`config.mk`:
```
export PLATFORM = sky130hd
export DESIGN_NAME = adct_top
export DESIGN_NICKNAME = d
export VERILOG_FILES = /design/src/pkg/adct_pkg.sv /design/src/verilog/adct_sar_core.sv /design/src/verilog/adct_top.sv
export VERILOG_INCLUDE_DIRS = /design/src /design/src/pkg
export SDC_FILE = /design/constraint.sdc
export NUM_CORES = 1
export LEC_CHECK = 0
export BUFFER_PORTS_ARGS = -buffer_cell sky130_fd_sc_hd__buf_4
export CAP_MARGIN = 5
export CORE_MARGIN = 4
export CORE_UTILIZATION = 54
export DETAILED_ROUTE_END_ITERATION = 8
export HOLD_SLACK_MARGIN = 0.05
export PLACE_DENSITY_LB_ADDON = 0.3
export SETUP_SLACK_MARGIN = 0.1
export SYNTH_ARGS = -nofsm -noshare
export SYNTH_HDL_FRONTEND = slang
export SYNTH_SLANG_ARGS = --single-unit
```
`constraint.sdc`:
```
create_clock -name sys_clk -period 2.9 [get_ports sys_clk]
set_input_delay 0.87 -clock sys_clk [delete_from_list [all_inputs] [get_ports sys_clk]]
set_output_delay 0.87 -clock sys_clk [all_outputs]
set_load 0.01 [all_outputs]
```
`src/pkg/adct_consts.svh`:
```
// Purpose: Offsets, field positions, reset values and counts for the converter timing block
// Assumes: Byte addresses on a 32-bit register bus
// Notes: Definitions only
`ifndef ADCT_CONSTS_SVH
`define ADCT_CONSTS_SVH

// ----------------------------------------------------------
// Register byte offsets
// ----------------------------------------------------------
`define ADCT_OFF_TIMING 8'h00
`define ADCT_OFF_TEST 8'h04
`define ADCT_OFF_CTRL 8'h08
`define ADCT_OFF_STATUS 8'h0c
`define ADCT_OFF_RESULT 8'h10

// ----------------------------------------------------------
// Field positions
// ----------------------------------------------------------
`define ADCT_CTRL_START_BIT 0
`define ADCT_CTRL_TENBIT_BIT 1
`define ADCT_STAT_BUSY_BIT 0
`define ADCT_STAT_DONE_BIT 1

// ----------------------------------------------------------
// Reset values
// ----------------------------------------------------------
`define ADCT_TIMING_RST 8'h00
`define ADCT_TEST_RST 6'h00

// ----------------------------------------------------------
// Timing counts in oscillator periods, bit counts, bit indices and the first trial code
// ----------------------------------------------------------
`define ADCT_SAMPLE_EXTRA 10'h002
`define ADCT_CONVERT_LENGTH_FIELD_EXTRA 10'h003
`define ADCT_TAIL_LOAD 10'h002
`define ADCT_BITS_8 10'h008
`define ADCT_BITS_10 10'h00a
`define ADCT_MSB_IDX 4'h9
`define ADCT_LSB_IDX_8 4'h2
`define ADCT_LSB_IDX_10 4'h0
`define ADCT_MSB_CODE 10'h200

// ----------------------------------------------------------
// Bus answers
// ----------------------------------------------------------
`define ADCT_RESP_OKAY 2'b00
`define ADCT_RESP_SLVERR 2'b10

`endif

```
`src/pkg/adct_pkg.sv`:
```
// Purpose: Types shared by the converter timing block
// Assumes: Constants come from adct_consts.svh
// Notes: Types only
package adct_pkg;

   // Software-loaded timing byte
   typedef struct packed {
      logic [2:0] sample_length_field;
      logic [4:0] convert_length_field;
   } adct_timing_t;

   // Test register fields
   typedef struct packed {
      logic [3:0] zero_trim;
      logic [1:0] input_sel;
   } adct_test_t;

   // Converter input selection
   typedef enum logic [1:0] {
      ADCT_IN_CHANNEL = 2'h0,
      ADCT_IN_GROUND = 2'h1,
      ADCT_IN_REFERENCE = 2'h2
   } adct_insel_t;

   // Sequencer states
   typedef enum {ST_IDLE, ST_SAMPLE, ST_STEP, ST_TAIL} adct_state_t;

endpackage

```
`src/verilog/adct_sar_core.sv`:
```
// Purpose: Sample and successive-approximation sequencer
// Assumes: Comparator input already synchronised to sys_clk
// Notes: Timing fields and resolution are caught at start
`timescale 1ns/1ps
`include "adct_consts.svh"

module adct_sar_core
   import adct_pkg::*;
(
   // Clock and reset
   input wire logic sys_clk,
   input wire logic arst_n,
   // Control
   input wire logic start,
   input wire logic ten_bit,
   input wire adct_timing_t timing,
   input wire logic cmp_high,
   // Status and analog side
   output logic busy,
   output logic done,
   output logic sample_en,
   output logic [9:0] dac_code,
   output logic [9:0] result
);

   // ----------------------------------------------------------
   // Sequencer
   // ----------------------------------------------------------
   adct_state_t state_reg;
   logic [9:0] cnt_reg;
   logic [3:0] bit_reg;
   logic [9:0] code_reg;
   logic [9:0] result_reg;
   logic done_reg;
   logic mode_reg;
   adct_timing_t lat_reg;
   logic [3:0] lsb_idx;

   assign lsb_idx = mode_reg ? `ADCT_LSB_IDX_10 : `ADCT_LSB_IDX_8;

   always_ff @(posedge sys_clk or negedge arst_n)
   begin
      if (!arst_n)
      begin
         state_reg <= ST_IDLE;
         cnt_reg <= 10'h000;
         bit_reg <= 4'h0;
         code_reg <= 10'h000;
         mode_reg <= 1'b0;
         lat_reg <= '0;
      end
      else
      begin
         case (state_reg)
            ST_IDLE:
            begin
               if (start)
               begin
                  // sample length 8 per unit plus 2
                  state_reg <= ST_SAMPLE;
                  cnt_reg <= {4'h0, timing.sample_length_field, 3'b000} + `ADCT_SAMPLE_EXTRA - 10'h001;
                  mode_reg <= ten_bit;
                  lat_reg <= timing;
               end
            end
            ST_SAMPLE:
            begin
               if (cnt_reg == 10'h000)
               begin
                  state_reg <= ST_STEP;
                  cnt_reg <= {4'h0, lat_reg.convert_length_field, 1'b1};
                  bit_reg <= `ADCT_MSB_IDX;
                  code_reg <= `ADCT_MSB_CODE;
               end
               else
                  cnt_reg <= cnt_reg - 10'h001;
            end
            ST_STEP:
            begin
               if (cnt_reg == 10'h000)
               begin
                  code_reg[bit_reg] <= cmp_high;
                  if (bit_reg == lsb_idx)
                  begin
                     state_reg <= ST_TAIL;
                     cnt_reg <= `ADCT_TAIL_LOAD;
                  end
                  else
                  begin
                     bit_reg <= bit_reg - 4'h1;
                     code_reg[bit_reg - 4'h1] <= 1'b1;
                     cnt_reg <= {4'h0, lat_reg.convert_length_field, 1'b1};
                  end
               end
               else
                  cnt_reg <= cnt_reg - 10'h001;
            end
            ST_TAIL:
            begin
               if (cnt_reg == 10'h000)
                  state_reg <= ST_IDLE;
               else
                  cnt_reg <= cnt_reg - 10'h001;
            end
            default:
               state_reg <= ST_IDLE;
         endcase
      end
   end

   // Result capture and done pulse
   always_ff @(posedge sys_clk or negedge arst_n)
   begin
      if (!arst_n)
      begin
         result_reg <= 10'h000;
         done_reg <= 1'b0;
      end
      else
      begin
         done_reg <= (state_reg == ST_TAIL) && (cnt_reg == 10'h000);
         if ((state_reg == ST_TAIL) && (cnt_reg == 10'h000))
            result_reg <= code_reg;
      end
   end

   // Outputs
   assign busy = (state_reg != ST_IDLE);
   assign sample_en = (state_reg == ST_SAMPLE);
   assign dac_code = code_reg;
   assign result = result_reg;
   assign done = done_reg;

   // ----------------------------------------------------------
   // Checks
   // ----------------------------------------------------------
   logic [9:0] phase_cyc;
   logic [9:0] convert_length_field_cyc;
   logic [3:0] step_cnt;
   logic [9:0] exp_sample;
   logic [9:0] exp_convert_length_field;
   logic [9:0] bsel;

   assign bsel = mode_reg ? `ADCT_BITS_10 : `ADCT_BITS_8;
   assign exp_sample = {4'h0, lat_reg.sample_length_field, 3'b000} + 10'h002;
   assign exp_convert_length_field = 10'(bsel * ({5'h00, lat_reg.convert_length_field} + 10'h001) * 10'h002 + 10'h003);

   // Cycle counters for the checks
   always_ff @(posedge sys_clk or negedge arst_n)
   begin
      if (!arst_n)
      begin
         phase_cyc <= 10'h000;
         convert_length_field_cyc <= 10'h000;
         step_cnt <= 4'h0;
      end
      else
      begin
         phase_cyc <= sample_en ? phase_cyc + 10'h001 : 10'h000;
         convert_length_field_cyc <= (state_reg == ST_STEP || state_reg == ST_TAIL) ? convert_length_field_cyc + 10'h001 : 10'h000;
         if (state_reg == ST_SAMPLE)
            step_cnt <= 4'h0;
         else if (state_reg == ST_STEP && cnt_reg == 10'h000)
            step_cnt <= step_cnt + 4'h1;
      end
   end
endmodule // adct_sar_core

```
`src/verilog/adct_top.sv`:
```
// Purpose: Converter timing control with AXI4-Lite registers
// Assumes: sys_clk is the oscillator clock; comparator arrives from the analog side
// Notes: One write and one read in flight at a time
`timescale 1ns/1ps
`include "adct_consts.svh"

module adct_top
   import adct_pkg::*;
(
   // Clock and reset
   input wire logic sys_clk,
   input wire logic arst_n,
   // AXI4-Lite write address and data
   input wire logic [7:0] s_axi_awaddr,
   input wire logic s_axi_awvalid,
   output logic s_axi_awready,
   input wire logic [31:0] s_axi_wdata,
   input wire logic [3:0] s_axi_wstrb,
   input wire logic s_axi_wvalid,
   output logic s_axi_wready,
   // AXI4-Lite write response
   output logic [1:0] s_axi_bresp,
   output logic s_axi_bvalid,
   input wire logic s_axi_bready,
   // AXI4-Lite read
   input wire logic [7:0] s_axi_araddr,
   input wire logic s_axi_arvalid,
   output logic s_axi_arready,
   output logic [31:0] s_axi_rdata,
   output logic [1:0] s_axi_rresp,
   output logic s_axi_rvalid,
   input wire logic s_axi_rready,
   // Analog side
   input wire logic cmp_in,
   output logic sample_en,
   output logic [9:0] dac_code,
   output logic [1:0] input_sel,
   output logic [3:0] zero_trim
);

   // ----------------------------------------------------------
   // Registers
   // ----------------------------------------------------------
   adct_timing_t timing_reg;
   adct_test_t test_reg;
   logic ten_bit_reg;
   logic start_reg;
   logic done_flag_reg;
   logic busy;
   logic done;
   logic [9:0] result;

   // Comparator synchroniser
   logic cmp_meta_reg;
   logic cmp_sync_reg;

   // Two flops before any use
   always_ff @(posedge sys_clk or negedge arst_n)
   begin
      if (!arst_n)
      begin
         cmp_meta_reg <= 1'b0;
         cmp_sync_reg <= 1'b0;
      end
      else
      begin
         cmp_meta_reg <= cmp_in;
         cmp_sync_reg <= cmp_meta_reg;
      end
   end

   // ----------------------------------------------------------
   // AXI4-Lite write path
   // ----------------------------------------------------------
   logic aw_got_reg;
   logic w_got_reg;
   logic [7:0] waddr_reg;
   logic [31:0] wdata_reg;
   logic [3:0] wstrb_reg;
   logic bvalid_reg;
   logic [1:0] bresp_reg;
   logic wr_fire;
   logic wr_hit;

   assign s_axi_awready = !aw_got_reg && !bvalid_reg;
   assign s_axi_wready = !w_got_reg && !bvalid_reg;
   assign wr_fire = aw_got_reg && w_got_reg && !bvalid_reg;
   assign wr_hit = ({waddr_reg[7:2], 2'b00} == `ADCT_OFF_TIMING) || ({waddr_reg[7:2], 2'b00} == `ADCT_OFF_TEST)
      || ({waddr_reg[7:2], 2'b00} == `ADCT_OFF_CTRL) || ({waddr_reg[7:2], 2'b00} == `ADCT_OFF_STATUS);
   assign s_axi_bvalid = bvalid_reg;
   assign s_axi_bresp = bresp_reg;

   // Address and data taken in either order, answer after both
   always_ff @(posedge sys_clk or negedge arst_n)
   begin
      if (!arst_n)
      begin
         aw_got_reg <= 1'b0;
         w_got_reg <= 1'b0;
         waddr_reg <= 8'h00;
         wdata_reg <= 32'h0000_0000;
         wstrb_reg <= 4'h0;
         bvalid_reg <= 1'b0;
         bresp_reg <= `ADCT_RESP_OKAY;
      end
      else
      begin
         if (s_axi_awvalid && s_axi_awready)
         begin
            aw_got_reg <= 1'b1;
            waddr_reg <= s_axi_awaddr;
         end
         if (s_axi_wvalid && s_axi_wready)
         begin
            w_got_reg <= 1'b1;
            wdata_reg <= s_axi_wdata;
            wstrb_reg <= s_axi_wstrb;
         end
         if (wr_fire)
         begin
            aw_got_reg <= 1'b0;
            w_got_reg <= 1'b0;
            bvalid_reg <= 1'b1;
            bresp_reg <= wr_hit ? `ADCT_RESP_OKAY : `ADCT_RESP_SLVERR;
         end
         else if (bvalid_reg && s_axi_bready)
            bvalid_reg <= 1'b0;
      end
   end

   // software timing byte, test and control
   always_ff @(posedge sys_clk or negedge arst_n)
   begin
      if (!arst_n)
      begin
         timing_reg <= `ADCT_TIMING_RST;
         test_reg <= `ADCT_TEST_RST;
         ten_bit_reg <= 1'b0;
         start_reg <= 1'b0;
      end
      else
      begin
         start_reg <= 1'b0;
         if (wr_fire && wstrb_reg[0])
         begin
            if ({waddr_reg[7:2], 2'b00} == `ADCT_OFF_TIMING)
               timing_reg <= wdata_reg[7:0];
            else if ({waddr_reg[7:2], 2'b00} == `ADCT_OFF_TEST)
               test_reg <= wdata_reg[5:0];
            else if ({waddr_reg[7:2], 2'b00} == `ADCT_OFF_CTRL)
            begin
               ten_bit_reg <= wdata_reg[`ADCT_CTRL_TENBIT_BIT];
               start_reg <= wdata_reg[`ADCT_CTRL_START_BIT];
            end
         end
      end
   end

   // Sticky done, a new completion wins over the clear
   always_ff @(posedge sys_clk or negedge arst_n)
   begin
      if (!arst_n)
         done_flag_reg <= 1'b0;
      else if (done)
         done_flag_reg <= 1'b1;
      else if (wr_fire && wstrb_reg[0] && ({waddr_reg[7:2], 2'b00} == `ADCT_OFF_STATUS)
         && wdata_reg[`ADCT_STAT_DONE_BIT])
         done_flag_reg <= 1'b0;
   end

   // ----------------------------------------------------------
   // AXI4-Lite read path
   // ----------------------------------------------------------
   logic rvalid_reg;
   logic [31:0] rdata_reg;
   logic [1:0] rresp_reg;

   assign s_axi_arready = !rvalid_reg;
   assign s_axi_rvalid = rvalid_reg;
   assign s_axi_rdata = rdata_reg;
   assign s_axi_rresp = rresp_reg;

   // Read decode, unmapped reads zero with an error
   always_ff @(posedge sys_clk or negedge arst_n)
   begin
      if (!arst_n)
      begin
         rvalid_reg <= 1'b0;
         rdata_reg <= 32'h0000_0000;
         rresp_reg <= `ADCT_RESP_OKAY;
      end
      else if (s_axi_arvalid && s_axi_arready)
      begin
         rvalid_reg <= 1'b1;
         rresp_reg <= `ADCT_RESP_OKAY;
         if ({s_axi_araddr[7:2], 2'b00} == `ADCT_OFF_TIMING)
            rdata_reg <= {24'h00_0000, timing_reg};
         else if ({s_axi_araddr[7:2], 2'b00} == `ADCT_OFF_TEST)
            rdata_reg <= {26'h0, test_reg};
         else if ({s_axi_araddr[7:2], 2'b00} == `ADCT_OFF_CTRL)
            rdata_reg <= {30'h0, ten_bit_reg, 1'b0};
         else if ({s_axi_araddr[7:2], 2'b00} == `ADCT_OFF_STATUS)
            rdata_reg <= {30'h0, done_flag_reg, busy};
         else if ({s_axi_araddr[7:2], 2'b00} == `ADCT_OFF_RESULT)
            rdata_reg <= {22'h0, result};
         else
         begin
            rdata_reg <= 32'h0000_0000;
            rresp_reg <= `ADCT_RESP_SLVERR;
         end
      end
      else if (rvalid_reg && s_axi_rready)
         rvalid_reg <= 1'b0;
   end

   // ----------------------------------------------------------
   // Sequencer and analog controls
   // ----------------------------------------------------------
   adct_sar_core u_core (
      .sys_clk(sys_clk),
      .arst_n(arst_n),
      .start(start_reg),
      .ten_bit(ten_bit_reg),
      .timing(timing_reg),
      .cmp_high(cmp_sync_reg),
      .busy(busy),
      .done(done),
      .sample_en(sample_en),
      .dac_code(dac_code),
      .result(result)
   );

   // test input select and zero trim
   assign input_sel = test_reg.input_sel;
   assign zero_trim = test_reg.zero_trim;
endmodule // adct_top

```
==> results_dict.tcl <==
set metrics [dict create \
    grt_use_total_pct 21.4 \
    stdcell_count 622 \
    grt_start_max_net_pins 55 \
    ir_drop_uv 473 \
    arrival_ns 2.75 \
    power_density_mw_per_mm2 915 \
    ys_seq_area_share_pct 48.5 \
    root_buffer "clkbuf_8" \
    path_max_fanout 11 \
    grt_pass1_wl_mm 17.6 \
    worst_slack_ns 0.441 \
    place_inst 606 \
    drive_gt1_share_pct 27.4 \
    slew_headroom_pct 51.4 \
    cts_inserted_buffers 9 \
    die_area_mm2 0.0105 \
    drtIter0Drc 179 \
    dp_hpwl_mm 7.66 \
    fp.dieH_um 102 \
    path_buf_inv 1 \
    grt.busiest_layer "met2" \
    antenna_found_initial 0 \
    gr-usage-met3_pct 3.96 \
    place_area_mm2 0.00525 \
    cap_violations 0 \
    synth_top_flop_cell "dfrtp_1" \
    synth_cells 455 \
    dr.pass1.iters 5 \
    detail-route-antenna-nets 0 \
    synthTopCellsByCount "dfrtp_1, nand2_1, mux2_2" \
    gr-total-overflow 0 \
    clk_pin_slew_ns 0.09 \
    ys_top_cells_by_area "dfrtp_1, mux2_2, buf_4, nand2_1, ha_1" \
    fin_skew_ns 0.0165 \
    use_met1_pct 29.3 \
    grt_use_met2_pct 34.6 \
    yosysWarnings 0 \
    clock-sinks 93 \
    report.final.slew_viol_count 0 \
    yosysTopAreaCellShare_pct 48.5 \
    vias_per_cell 5.78 \
    crit_type "reg -> reg" \
    syn_area_per_cell_um2 10.5 \
    syn-cell-area_mm2 0.00480 \
    gp_congestion 0.858 \
    dp_slack_ns 0.512 \
    insertedDiodeCount 0 \
    initial_core_util_pct 55.3 \
    whs_ns 0.368 \
    final-setup-viol-count 0 \
    vias 3593 \
    wl_per_cell_um 16.9 \
    min_period_ns 2.46 \
    first_global_vias 3512 \
    synth_most_common_cell "dfrtp_1" \
    fin_nets 581 \
    rsz0062_at_grt "no" \
    synthArstFlopShare_pct 100 \
    fmax_mhz 407 \
    io_buffers 62 \
    hold_viol 0 \
    max_stage_delay_ns 0.59 \
    die_width_um 102 \
    yosysUniqueCellTypes 60 \
    area_delta_synth_final_pct 13.5 \
    core_mm2 0.00868 \
    worst_ep_required_time_ns 3.19 \
    cp-start-kind "flip-flop" \
    worst_pin_slew_ns 0.727 \
    fin_area_mm2 0.00545 \
    period_share_pct 84.8 \
    cts_tree "done" \
    holdBufCountCts 0 \
    synth_edf_count 0 \
    leakagePower_nw 2.59 \
    ios 118 \
    htreeDepth 3 \
    ctsLongestPathBuffers 2 \
    crit_family "simple AND/OR/NAND/NOR gates" \
    path_cells "inv_1 -> ha_1 -> nor4_1 -> a21oi_1 -> nand2_1 -> or4_1 -> o211ai_1" \
    slowest_stage "or4_1" \
    setup_tns_ns 0 \
    rows 34 \
    crit_path_end_kind "flip-flop" \
    ys_ff_latch 93 \
    wl_mm 10.5 \
    hold_path_class "reg -> reg" \
    route.detailed.drc 0 \
    outcome "complete, no violations" \
    yosys.area.top_type "dfrtp_1" \
    post_cts_buffers 0 \
    clkLatencyLatePin_ns 0.37 \
    cts.repair.resized 0 \
]
routing by layer:
layer	routed length, um	vias to the layer above	share of wire (%)
li1	-	1684	-
met5	0	-	0
met2	5170	120	49
met1	4630	1777	44
met3	584	12	5.6
met4	113	0	1.1
cell usage in the layout (no fill, tap or decap), types with 2 or more instances in the layout:
master	netlist	routed
o21ai_1	2	2
o211ai_1	3	3
and2_1	4	4
or4_1	4	4
a221oi_1	2	2
nand3b_1	2	2
mux2i_1	3	3
nor4_1	5	4
nand4_1	3	3
o31ai_1	10	10
mux2_2	46	46
ha_1	12	12
nor3_1	7	7
nand2_2	2	2
inv_1	20	20
buf_4	26	66
conb_1	1	24
clkbuf_8	0	9
a31oi_1	2	2
o21ai_0	19	19
nor2_1	21	21
a22oi_1	5	5
a311oi_1	2	2
a21o_1	7	7
inv_6	0	3
nand2_1	49	49
a21oi_1	26	26
xnor2_1	5	5
dfrtp_1	93	93
nor3b_1	3	3
a221o_1	6	6
nor2b_1	4	4
o22ai_1	4	4
nand3_1	9	9
and3_1	4	4
report_power, final:
group	switching (mW)	internal, mW	total (mW)	leakage [nW]
clock network	0.477	0.407	0.884	0.0977
logic	1.07	0.927	1.99	1.28
registers	0.437	1.67	2.11	1.21
total	1.98	3.00	4.98	2.59
through the flow:
step                utilization (%)  total power, mW
CTS                            62.7             4.99
global placement               60.5             4.01
finish                         62.7             4.98
global route                   62.7             5.35
floorplan                         -             3.52
detailed placement             60.5             4.11
cell families after synthesis:
family / synth area share [%]
compound gates: 13.8
fa+ha+maj: 3.13
mux: 11.7
buf+inv: 7.64
flops: 48.5
xor+xnor: 1.10
other cells: 0.0782
simple gates: 14.1
layout make-up:
cell class / count / area, um2
Multi-Input combinational cell: 318 / 2200
Clock buffer: 10 / 128
Sequential cell: 93 / 2330
Fill cell: 703 / 3230
Clock inverter: 6 / 68.8
Inverter: 20 / 75.1
Tap cell: 108 / 135
Timing Repair Buffer: 67 / 515
worst paths after layout:
check	slack [ns]	endpoint	cells past startpoint	from
max reg2reg	0.44	u_core.cnt_reg[1]	7	u_core.state_reg[0]
min reg2reg	0.37	cmp_sync_reg	0	cmp_meta_reg
max in group asynchronous	1.76	u_core.cnt_reg[5]	2	arst_n
max	0.44	u_core.cnt_reg[1]	7	u_core.state_reg[0]
min in group asynchronous	0.47	aw_got_reg	1	arst_n
min	0.37	cmp_sync_reg	0	cmp_meta_reg
Note: power is estimated with default switching activity, not from simulation.
